`src/fsi_map.svh`:
```
// constants of the flow sensor two-wire read-out slave
`ifndef FSI_MAP_SVH
`define FSI_MAP_SVH

`define FSI_SLAVE_ADDR 7'h50
`define FSI_DIR_READ 1'h1
`define FSI_BITS_PER_BYTE 4'h8
`define FSI_COUNT_ZERO 12'h199
`define FSI_COUNT_FULL 12'hE66
`define FSI_FILL_BYTE 8'h00
`define FSI_IDX_CKS 2'h0
`define FSI_IDX_HIGH 2'h1
`define FSI_IDX_LOW 2'h2
`define FSI_SYNC_RST 3'h7
`define FSI_CNT_RST 4'h0
`define FSI_BYTE_RST 8'h00
`define FSI_WORD_RST 12'h000
`define FSI_IDX_RST 2'h0

`endif

```
`src/fsi_pkg.sv`:
```
// types of the flow sensor two-wire read-out slave
`default_nettype none

package fsi_pkg;

    typedef enum logic [2:0] {
        FSI_IDLE     = 3'b000,
        FSI_ADDR     = 3'b001,
        FSI_ADDR_ACK = 3'b010,
        FSI_TX       = 3'b011,
        FSI_TX_ACK   = 3'b100,
        FSI_IGNORE   = 3'b101
    } fsi_phase_t;

    // open-drain data pin: level driven and its active-low enable
    typedef struct packed {
        logic lvl;
        logic oe_n;
    } fsi_pin_t;

    typedef struct packed {
        logic [2:0] scl_sy;
        logic [2:0] sda_sy;
        logic scl_f;
        logic sda_f;
        fsi_phase_t phase;
        logic [3:0] bit_cnt;
        logic [7:0] shift;
        logic [1:0] byte_idx;
        logic [11:0] count;
        logic [7:0] cks;
        logic ack;
        logic sda_oe_n;
    } fsi_state_t;

endpackage : fsi_pkg

`default_nettype wire

```
`src/fsi_slave.sv`:
```
// two-wire slave that returns checksum and flow count on a read
// Overview of operation
// answer only a 7-bit address equal to 50 hex, ignore any other.
// act only as slave and keep up with a 100kHz or 400kHz bus clock.
// a falling data line while the clock is high is a start.
// a rising data line while the clock is high is a stop, go idle.
// each byte is 8 bits plus a response bit, low ack and high nack.
// after an ack the master sends another byte or a stop.
// after a byte addressed to us, pull data low for the response bit; the code does so only for a read address, a write gets none.
// the master reads a released data line in the response slot as nack.
// sample data on clock rise, change it only while the clock is low.
// the data line is only pulled low or released, never driven high.
// the count is 409 at zero flow and 3686 at full scale, linear.
// a read is start, the 7-bit address and a direction bit of one.
// a read returns checksum, then high and low flow byte, msb first.
// the flow is 12 bits; the top four bits of the high byte are void.
// the checksum is minus the 8-bit sum of the two flow bytes.
// count and checksum are caught once when the address matches.
// keep data released after a mismatched address until next start.
`timescale 1ns/1ps
`default_nettype none
`include "fsi_map.svh"

module fsi_slave
    import fsi_pkg::*;
(
    // clock and reset
    input wire logic clk_i,
    input wire logic rst_i,
    // bus pins
    input wire logic scl_i,
    input wire logic sda_i,
    output var fsi_pin_t sda_o,
    // sensing side
    input wire logic [11:0] flow_count_output_i
);

    fsi_state_t s_q;
    fsi_state_t s_d;
    logic scl_rise;
    logic scl_fall;
    logic start_ev;
    logic stop_ev;
    logic [11:0] count_now;
    logic [7:0] cks_now;

    // pick the byte at a given position of the read frame
    function automatic logic [7:0] frame_byte(input logic [1:0] idx,
        input logic [11:0] cnt, input logic [7:0] cks);
        logic [7:0] b;
        b = `FSI_FILL_BYTE;
        unique case (idx)
            `FSI_IDX_CKS: b = cks;
            `FSI_IDX_HIGH: b = {4'h0, cnt[11:8]};
            `FSI_IDX_LOW: b = cnt[7:0];
            default: b = `FSI_FILL_BYTE;
        endcase
        return b;
    endfunction : frame_byte

    // sensing path is trusted for linearity, only the end points are held
    always_comb begin
        if (flow_count_output_i < `FSI_COUNT_ZERO) begin
            count_now = `FSI_COUNT_ZERO;
        end else if (flow_count_output_i > `FSI_COUNT_FULL) begin
            count_now = `FSI_COUNT_FULL;
        end else begin
            count_now = flow_count_output_i;
        end
        cks_now = 8'(8'h00 - ({4'h0, count_now[11:8]} + count_now[7:0]));
    end

    always_comb begin
        s_d = s_q;
        // first stage feeds only the second; filter looks at 2nd and 3rd
        // filter delay is a few system clocks, far below either bus rate
        s_d.scl_sy = {s_q.scl_sy[1:0], scl_i};
        s_d.sda_sy = {s_q.sda_sy[1:0], sda_i};
        if (s_q.scl_sy[1] == s_q.scl_sy[2]) begin
            s_d.scl_f = s_q.scl_sy[2];
        end
        if (s_q.sda_sy[1] == s_q.sda_sy[2]) begin
            s_d.sda_f = s_q.sda_sy[2];
        end
        scl_rise = !s_q.scl_f && s_d.scl_f;
        scl_fall = s_q.scl_f && !s_d.scl_f;
        start_ev = s_q.scl_f && s_d.scl_f && s_q.sda_f && !s_d.sda_f;
        stop_ev = s_q.scl_f && s_d.scl_f && !s_q.sda_f && s_d.sda_f;

        if (start_ev) begin
            s_d.phase = FSI_ADDR;
            s_d.bit_cnt = `FSI_CNT_RST;
            s_d.sda_oe_n = 1'b1;
        end else if (stop_ev) begin
            s_d.phase = FSI_IDLE;
            s_d.sda_oe_n = 1'b1;
        end else begin
            unique case (s_q.phase)
                FSI_IDLE, FSI_IGNORE: begin
                    s_d.sda_oe_n = 1'b1;
                end
                FSI_ADDR: begin
                    if (scl_rise) begin
                        s_d.shift = {s_q.shift[6:0], s_d.sda_f};
                        s_d.bit_cnt = 4'(s_q.bit_cnt + 4'h1);
                    end else if (scl_fall &&
                                 s_q.bit_cnt == `FSI_BITS_PER_BYTE) begin
                        // a write to us is refused: nothing to receive
                        if (s_q.shift[7:1] == `FSI_SLAVE_ADDR &&
                            s_q.shift[0] == `FSI_DIR_READ) begin
                            s_d.phase = FSI_ADDR_ACK;
                            s_d.sda_oe_n = 1'b0;
                            s_d.count = count_now;
                            s_d.cks = cks_now;
                        end else begin
                            s_d.phase = FSI_IGNORE;
                        end
                    end
                end
                FSI_ADDR_ACK: begin
                    if (scl_fall) begin
                        s_d.phase = FSI_TX;
                        s_d.byte_idx = `FSI_IDX_CKS;
                        s_d.shift = frame_byte(`FSI_IDX_CKS, s_q.count,
                                               s_q.cks);
                        s_d.sda_oe_n = s_d.shift[7];
                        s_d.bit_cnt = `FSI_CNT_RST;
                    end
                end
                FSI_TX: begin
                    if (scl_rise) begin
                        s_d.bit_cnt = 4'(s_q.bit_cnt + 4'h1);
                    end else if (scl_fall) begin
                        if (s_q.bit_cnt == `FSI_BITS_PER_BYTE) begin
                            s_d.phase = FSI_TX_ACK;
                            s_d.sda_oe_n = 1'b1;
                        end else begin
                            s_d.shift = {s_q.shift[6:0], 1'b0};
                            s_d.sda_oe_n = s_d.shift[7];
                        end
                    end
                end
                FSI_TX_ACK: begin
                    if (scl_rise) begin
                        s_d.ack = !s_d.sda_f;
                    end else if (scl_fall) begin
                        if (s_q.ack) begin
                            // past the low byte the frame pads with fill
                            s_d.byte_idx = (s_q.byte_idx == `FSI_IDX_LOW) ?
                                s_q.byte_idx + 2'h1 : 2'(s_q.byte_idx + 2'h1);
                            if (s_q.byte_idx == 2'h3) begin
                                s_d.byte_idx = 2'h3;
                            end
                            s_d.shift = frame_byte(s_d.byte_idx, s_q.count,
                                                   s_q.cks);
                            s_d.sda_oe_n = s_d.shift[7];
                            s_d.bit_cnt = `FSI_CNT_RST;
                            s_d.phase = FSI_TX;
                        end else begin
                            s_d.phase = FSI_IGNORE;
                        end
                    end
                end
                default: begin
                    s_d.phase = FSI_IDLE;
                    s_d.sda_oe_n = 1'b1;
                end
            endcase
        end
    end

    always_ff @(posedge clk_i) begin
        if (rst_i) begin
            s_q.scl_sy <= `FSI_SYNC_RST;
            s_q.sda_sy <= `FSI_SYNC_RST;
            s_q.scl_f <= 1'b1;
            s_q.sda_f <= 1'b1;
            s_q.phase <= FSI_IDLE;
            s_q.bit_cnt <= `FSI_CNT_RST;
            s_q.shift <= `FSI_BYTE_RST;
            s_q.byte_idx <= `FSI_IDX_RST;
            s_q.count <= `FSI_WORD_RST;
            s_q.cks <= `FSI_BYTE_RST;
            s_q.ack <= 1'b0;
            s_q.sda_oe_n <= 1'b1;
        end else begin
            s_q <= s_d;
        end
    end

    // only ever pull low; the enable alone decides the wire
    assign sda_o.lvl = 1'b0;
    assign sda_o.oe_n = s_q.sda_oe_n;
endmodule : fsi_slave

`default_nettype wire

```
`config.mk`:
```
export PLATFORM = sky130hd
export DESIGN_NAME = fsi_slave
export DESIGN_NICKNAME = d
export VERILOG_FILES = /design/src/fsi_pkg.sv /design/src/fsi_slave.sv
export VERILOG_INCLUDE_DIRS = /design/src
export SDC_FILE = /design/constraint.sdc
export NUM_CORES = 1
export LEC_CHECK = 0
export BUFFER_PORTS_ARGS = -buffer_cell sky130_fd_sc_hd__buf_2
export CORE_MARGIN = 5
export CORE_UTILIZATION = 60
export DETAILED_ROUTE_END_ITERATION = 12
export PLACE_DENSITY = 0.91
export SETUP_SLACK_MARGIN = 0.15
export SYNTH_ARGS = -nofsm -noshare
export SYNTH_HDL_FRONTEND = slang
export SYNTH_SLANG_ARGS = --single-unit
```
`constraint.sdc`:
```
create_clock -name clk_i -period 3.8 [get_ports clk_i]
set_input_delay 0 -clock clk_i [delete_from_list [all_inputs] [get_ports clk_i]]
set_output_delay 0 -clock clk_i [all_outputs]
set_load 0.005 [all_outputs]
```
* Word-level counts from Yosys, hierarchy flattened
Index checks and enable logic that the tools add are counted.
** Cells by class
- Add/sub/neg operators :: 4
- Order comparisons :: 2
- Eq/ne operators :: 34
- Multiplexer cells :: 51
- Bitwise logic cells :: 4
- Reduce and logical (&&, ||, !) cells :: 28
** Operator list (number)
- 2-to-1 mux 20 bit :: 4
- 2-to-1 mux 17 bit :: 3
- one-hot mux 12 bit (4 select lines) :: 1
- 2-to-1 mux 12 bit :: 3
- 2-to-1 mux 35 bit :: 1
- inequality test 4 bit, second input constant :: 8
- AND reduction 9 bit :: 3
- inequality test 2 bit, second input constant :: 13
- 2-to-1 mux 8 bit :: 3
- one-hot mux 8 bit (3 select lines) :: 1
- 2-to-1 mux 3 bit :: 7
- 2-to-1 mux 1 bit :: 15
- one-hot mux 3 bit (5 select lines) :: 1
- 2-to-1 mux 14 bit :: 1
- 2-to-1 mux 2 bit :: 7
- greater-than comparator 12 bit, second input constant :: 1
- less-than comparator 12 x 9 -> 1 bit, second input constant :: 1
- AND reduction 11 bit :: 1
- logical AND 1 bit :: 9
- adder 4 x 8 -> 8 bit :: 1
- AND reduction 8 bit :: 1
- subtractor 1 x 8 -> 8 bit, first input constant :: 1
- equality test 7 bit, second input constant :: 1
- AND reduction 7 bit :: 1
- 24 further kinds :: 35
** Word-level totals
- Flip-flop bits (word level) :: 47
- Bits of input ports :: 16
- Output and inout port bits :: 2
- Word-level logic and storage cells :: 136

* Longest topological paths before layout
- Depth after elaboration :: 17
- Mapped depth :: 15
- Mapped depth without buffers :: 14

* Worst setup path before layout
OpenSTA, ideal clock, no wires.
- Path type :: input -> register
- Start :: in flow_count_output_i[1]
- End :: reg s_q[9] (netlist bit)
- Setup time :: 130 ps
- Arrival time :: 2800 ps
- Required time :: 3670 ps
- Setup slack :: 870 ps
- Cell stages on the path :: 15
- Path buffers :: 1
- Cell sequence :: o311a_1 -> o311a_1 -> nor4_2 -> buf_2 -> nor2_1 -> ha_1 -> inv_1 -> ha_1 -> fa_1 -> a21o_1 -> a21oi_1 -> o21bai_1 -> a21oi_1 -> xor2_1 -> o22ai_1
** Between the ends
- Word-level cells in the longest chain between the ends :: 5
- Elaborated cells on any way between the ends :: 6
- Classes of those cells :: add/sub (2); order compare (2); mux (2)
** Ends and longest elaborated chain
- start: declaration :: RTL line fsi_slave.sv:35 : input wire logic [11:0] flow_count_output_i
- greater-than comparator 12 bit (no line)
- 2-to-1 mux 12 bit :: RTL line fsi_slave.sv:65 : end else if (flow_count_output_i > `FSI_COUNT_FULL) begin
- 2-to-1 mux 12 bit (*) :: RTL line fsi_slave.sv:63 : if (flow_count_output_i < `FSI_COUNT_ZERO) begin
- net count_now[1] :: RTL line fsi_slave.sv:44 : logic [11:0] count_now;
- adder 4 x 8 -> 8 bit (*) :: RTL line fsi_slave.sv:70 : cks_now = 8'(8'h00 - ({4'h0, count_now[11:8]} + count_now[7:0]));
- subtractor 1 x 8 -> 8 bit (*) :: RTL line fsi_slave.sv:70
- end: declaration :: RTL line fsi_slave.sv:38 : fsi_state_t s_q;
The timed path passes the listed nets; every way through them passes the cells marked *.
A chain may end at the register's enable or synchronous reset.

* Worst setup path in the final report
- Start :: in flow_count_output_i[9]
- End :: reg s_q[9] (netlist bit)
** Between the ends
- Word-level cells in the longest chain between the ends :: 5
- Elaborated cells on any way between the ends :: 6
- Classes of those cells :: add/sub (2); order compare (2); mux (2)
** Ends and longest elaborated chain (RTL line)
- greater-than comparator 12 bit (no line)
- 2-to-1 mux 12 bit :: fsi_slave.sv:65
- 2-to-1 mux 12 bit (*) :: fsi_slave.sv:63
- adder 4 x 8 -> 8 bit (*) :: fsi_slave.sv:70
- subtractor 1 x 8 -> 8 bit (*) :: fsi_slave.sv:70
Every way passes the cells marked *; elsewhere a longest branch is shown, timed or not.

==> results.yml <==
global_route:
  first_global_vias: 2191
  grt-ovfl-total: 0
  antenna_found_initial: 0
  grt_pass1_wl_um: 10000
  grt_max_degree: 44
  grt.total_usage_pct: 20.4
worst_setup_path:
  max_stage_delay_ns: 0.56
  critPathSlowestCell: "dlygate4sd3_1"
  worstPathCellList: "dlygate4sd3_1 > buf_2 > nand3_1 > a221oi_1 > nor2_1 > or2_2 > ha_1 > fa_1 > a21o_1 > a21oi_1 > o21bai_1 > a21oi_1 > xor2_1 > o22ai_1"
  path_buf_inv: 2
  ff2ff_path_depth: 6
  cp_data_arrival_time_ns: 3.43
  critical_path.startpoint_type: "input pin"
  cp.required_ns: 3.96
  cp_common_cell: "a21oi_1"
  ff2ff_setup_slack_ns: 1.37
  path_max_fanout: 4
  endpoint_kind: "flip-flop"
  critical_path_depth: 14
  path_class: "input pin to flip-flop"
  cp_top_family: "compound AO/OA/AOI/OAI gates"
pwr:
  leakagePower_nw: 1.06
  peakVddDrop_mv: 0.180
  p_total_mw: 1.36
  p_per_area_mw_per_mm2: 469
yosys:
  synthFlopType: "dfxtp_1"
  syn-num-nets: 353
  synthSimpleGateAreaFrac_pct: 25.9
  yosysSeqAreaShare_pct: 35.1
  yosys.cell_count.top_type: "dfxtp_1"
  netlist_top_cells_area: "dfxtp_1, ha_1, a21oi_1"
  muxShareOfSynthArea_pct: 4.11
  synthArstFlopShare_pct: 0
  synth_xor_area_share_pct: 2.61
  synth_top_family_by_area: "simple AND/OR/NAND/NOR gates"
  synth_top_cell_by_area: "dfxtp_1"
  synthesis.area_mm2: 0.00268
  synth.avg_cell_area_um2: 8.28
  synth_edf_count: 0
  synth_top_area_share_pct: 35.1
  synth_compound_area_share_pct: 20.7
  ys_ff_latch: 47
  syn_inst: 324
  yosysUniqueCellTypes: 58
  synthTopCellsByCount: "dfxtp_1, nand2_1, nor2_1"
  synth_adder_area_share_pct: 6.35
  ys.warnings.count: 0
timing:
  worst_pin_slew_ns: 0.771
  fin_crit_sh_pct: 85.9
  hold_ws_ns: 0.0851
  fin_skew_ns: 0.00964
  worst_slack_ns: 0.536
  timing.fmax_mhz: 306
  hold_violations: 0
  setup_violations: 0
  rsz0062_at_grt: "no"
  drv_slew: 0
  fin_tns_setup_ns: 0
  fin_crit_ns: 3.26
  slew_headroom_pct: 47.9
final_layout:
  fin_nets: 363
  fillerInstances: 363
  final-seq-area_um2: 941
  area.growth.synth_to_final_pct: 7.79
  finish.utilization_pct: 66.4
  stdcell_count: 387
  design_area_mm2: 0.00289
  drive_gt1_share_pct: 12.2
  multi_input_area_mm2: 0.00160
  diodes: 0
placement:
  dp_cells: 374
  dpl_cell_area_mm2: 0.00274
  dpl.hpwl_um: 4430
  io_buffers: 16
  gp_congestion: 0.894
  dp_slack_ns: 0.598
drt:
  vias_per_cell: 6.17
  wire_per_inst_um: 15.5
  detail-route-antenna-nets: 0
  drt-pass1-iter-count: 4
  drc_errors: 0
  wl_um: 6000
  drt-initial-drc-count: 199
  vias: 2386
clock_tree:
  htree_levels: 2
  clkTransAtPathRegs_ns: 0.08
  cts_setup_buffers: 0
  cts.repair.resized: 0
  cts_buffers: 5
  clk_path_buf_depth: 2
  root_buffer: "clkbuf_8"
  cts_tree: "done"
  worst_skew_pair.late_latency_ns: 0.30
  clock_sinks: 47
floorplan:
  core_area_mm2: 0.00435
  boundaryPins: 18
  start_util_pct: 61.6
  dieArea_mm2: 0.00591
  rows: 24
  die_x_um: 76.9
  fp.dieH_um: 76.9
hold_path:
  whs_path_depth: 3
  hp-class: "input pin to flip-flop"
run:
  drv_cap: 0
status:
  status: "completed"
[where the power goes]
| group | internal, mW | switching [mW] |
|---|---|---|
| clock | 0.149 | 0.168 |
| combinational | 0.187 | 0.280 |
| sequential | 0.523 | 0.0478 |
| total | 0.859 | 0.496 |
[cell families (layout without fill, tap and decap cells)]
family	Yosys count	count (layout)
AOI/OAI and AO/OA	82	82
other	1	1
DFF	47	47
muxes	11	11
buffers and inverters	31	42
and+or+nand+nor	131	131
xor gates and xnor gates	8	8
adders and majority gates	13	13
[cells in the final DEF (no fill, tap or decap), types with 4 or more instances in the layout]
cell type	count
dfxtp_1	47
nand2_1	35
nor2_1	34
a21oi_1	28
nor3_1	17
buf_2	16
a211oi_1	13
inv_1	12
ha_1	12
mux2i_1	11
a21o_1	7
or2_2	7
clkbuf_8	6
nor2b_1	5
o21ai_0	5
dlygate4sd3_1	5
a221oi_1	4
o21bai_1	4
xor2_1	4
xnor2_1	4
[worst reg2reg max path, stage by stage, from the launching register on]
cell,delay [ns]
dfxtp_1,0.59
or3b_1,0.41
nor2_1,0.19
nor3_1,0.34
nand3_2,0.31
a2111oi_0,0.37
nor3_1,0.08
[metal layers]
metal / wire length, µm / global-route usage [%] / vias to the layer above / part of all wire, %
met5: 0 / 0 / - / 0
met1: 2680 / 26.2 / 1127 / 45
met3: 230 / 4.10 / 18 / 3.8
li1: - / - / 1181 / -
met4: 189 / 9.09 / 0 / 3.2
met2: 2900 / 32.9 / 60 / 48
[flip-flops by register name, indices dropped and copies added (netlist names)]
name,flops
s_d,4
s_q,42
sda_o,1
[timing repair]
item                                    CTS  global route
hold endpoints to repair                  5             0
hold buffers                              5             0
endpoints found under the setup margin    0             0
[final timing paths]
check                              start              endpoint
setup reg to reg    s_q[36]$_SDFFE_PP0P_  s_q[24]$_SDFFE_PP0P_
hold / removal    flow_count_output_i[7]  s_q[17]$_SDFFE_PP0P_
setup / recovery  flow_count_output_i[9]   s_q[9]$_SDFFE_PP0P_
hold reg to reg       s_d[42]$_SDFF_PP1_    s_d[43]$_SDFF_PP1_
[cell type report]
type                    instances  share of cell area [%]
well taps                      52                    2.25
clock buffers                   6                    2.86
clock inverters                 2                   0.563
repair buffers                 22                    4.76
inverters                      12                    1.56
multi-input cells             246                    55.5
flip-flops and latches         47                    32.6
Note: power is estimated with default switching activity, not from simulation.
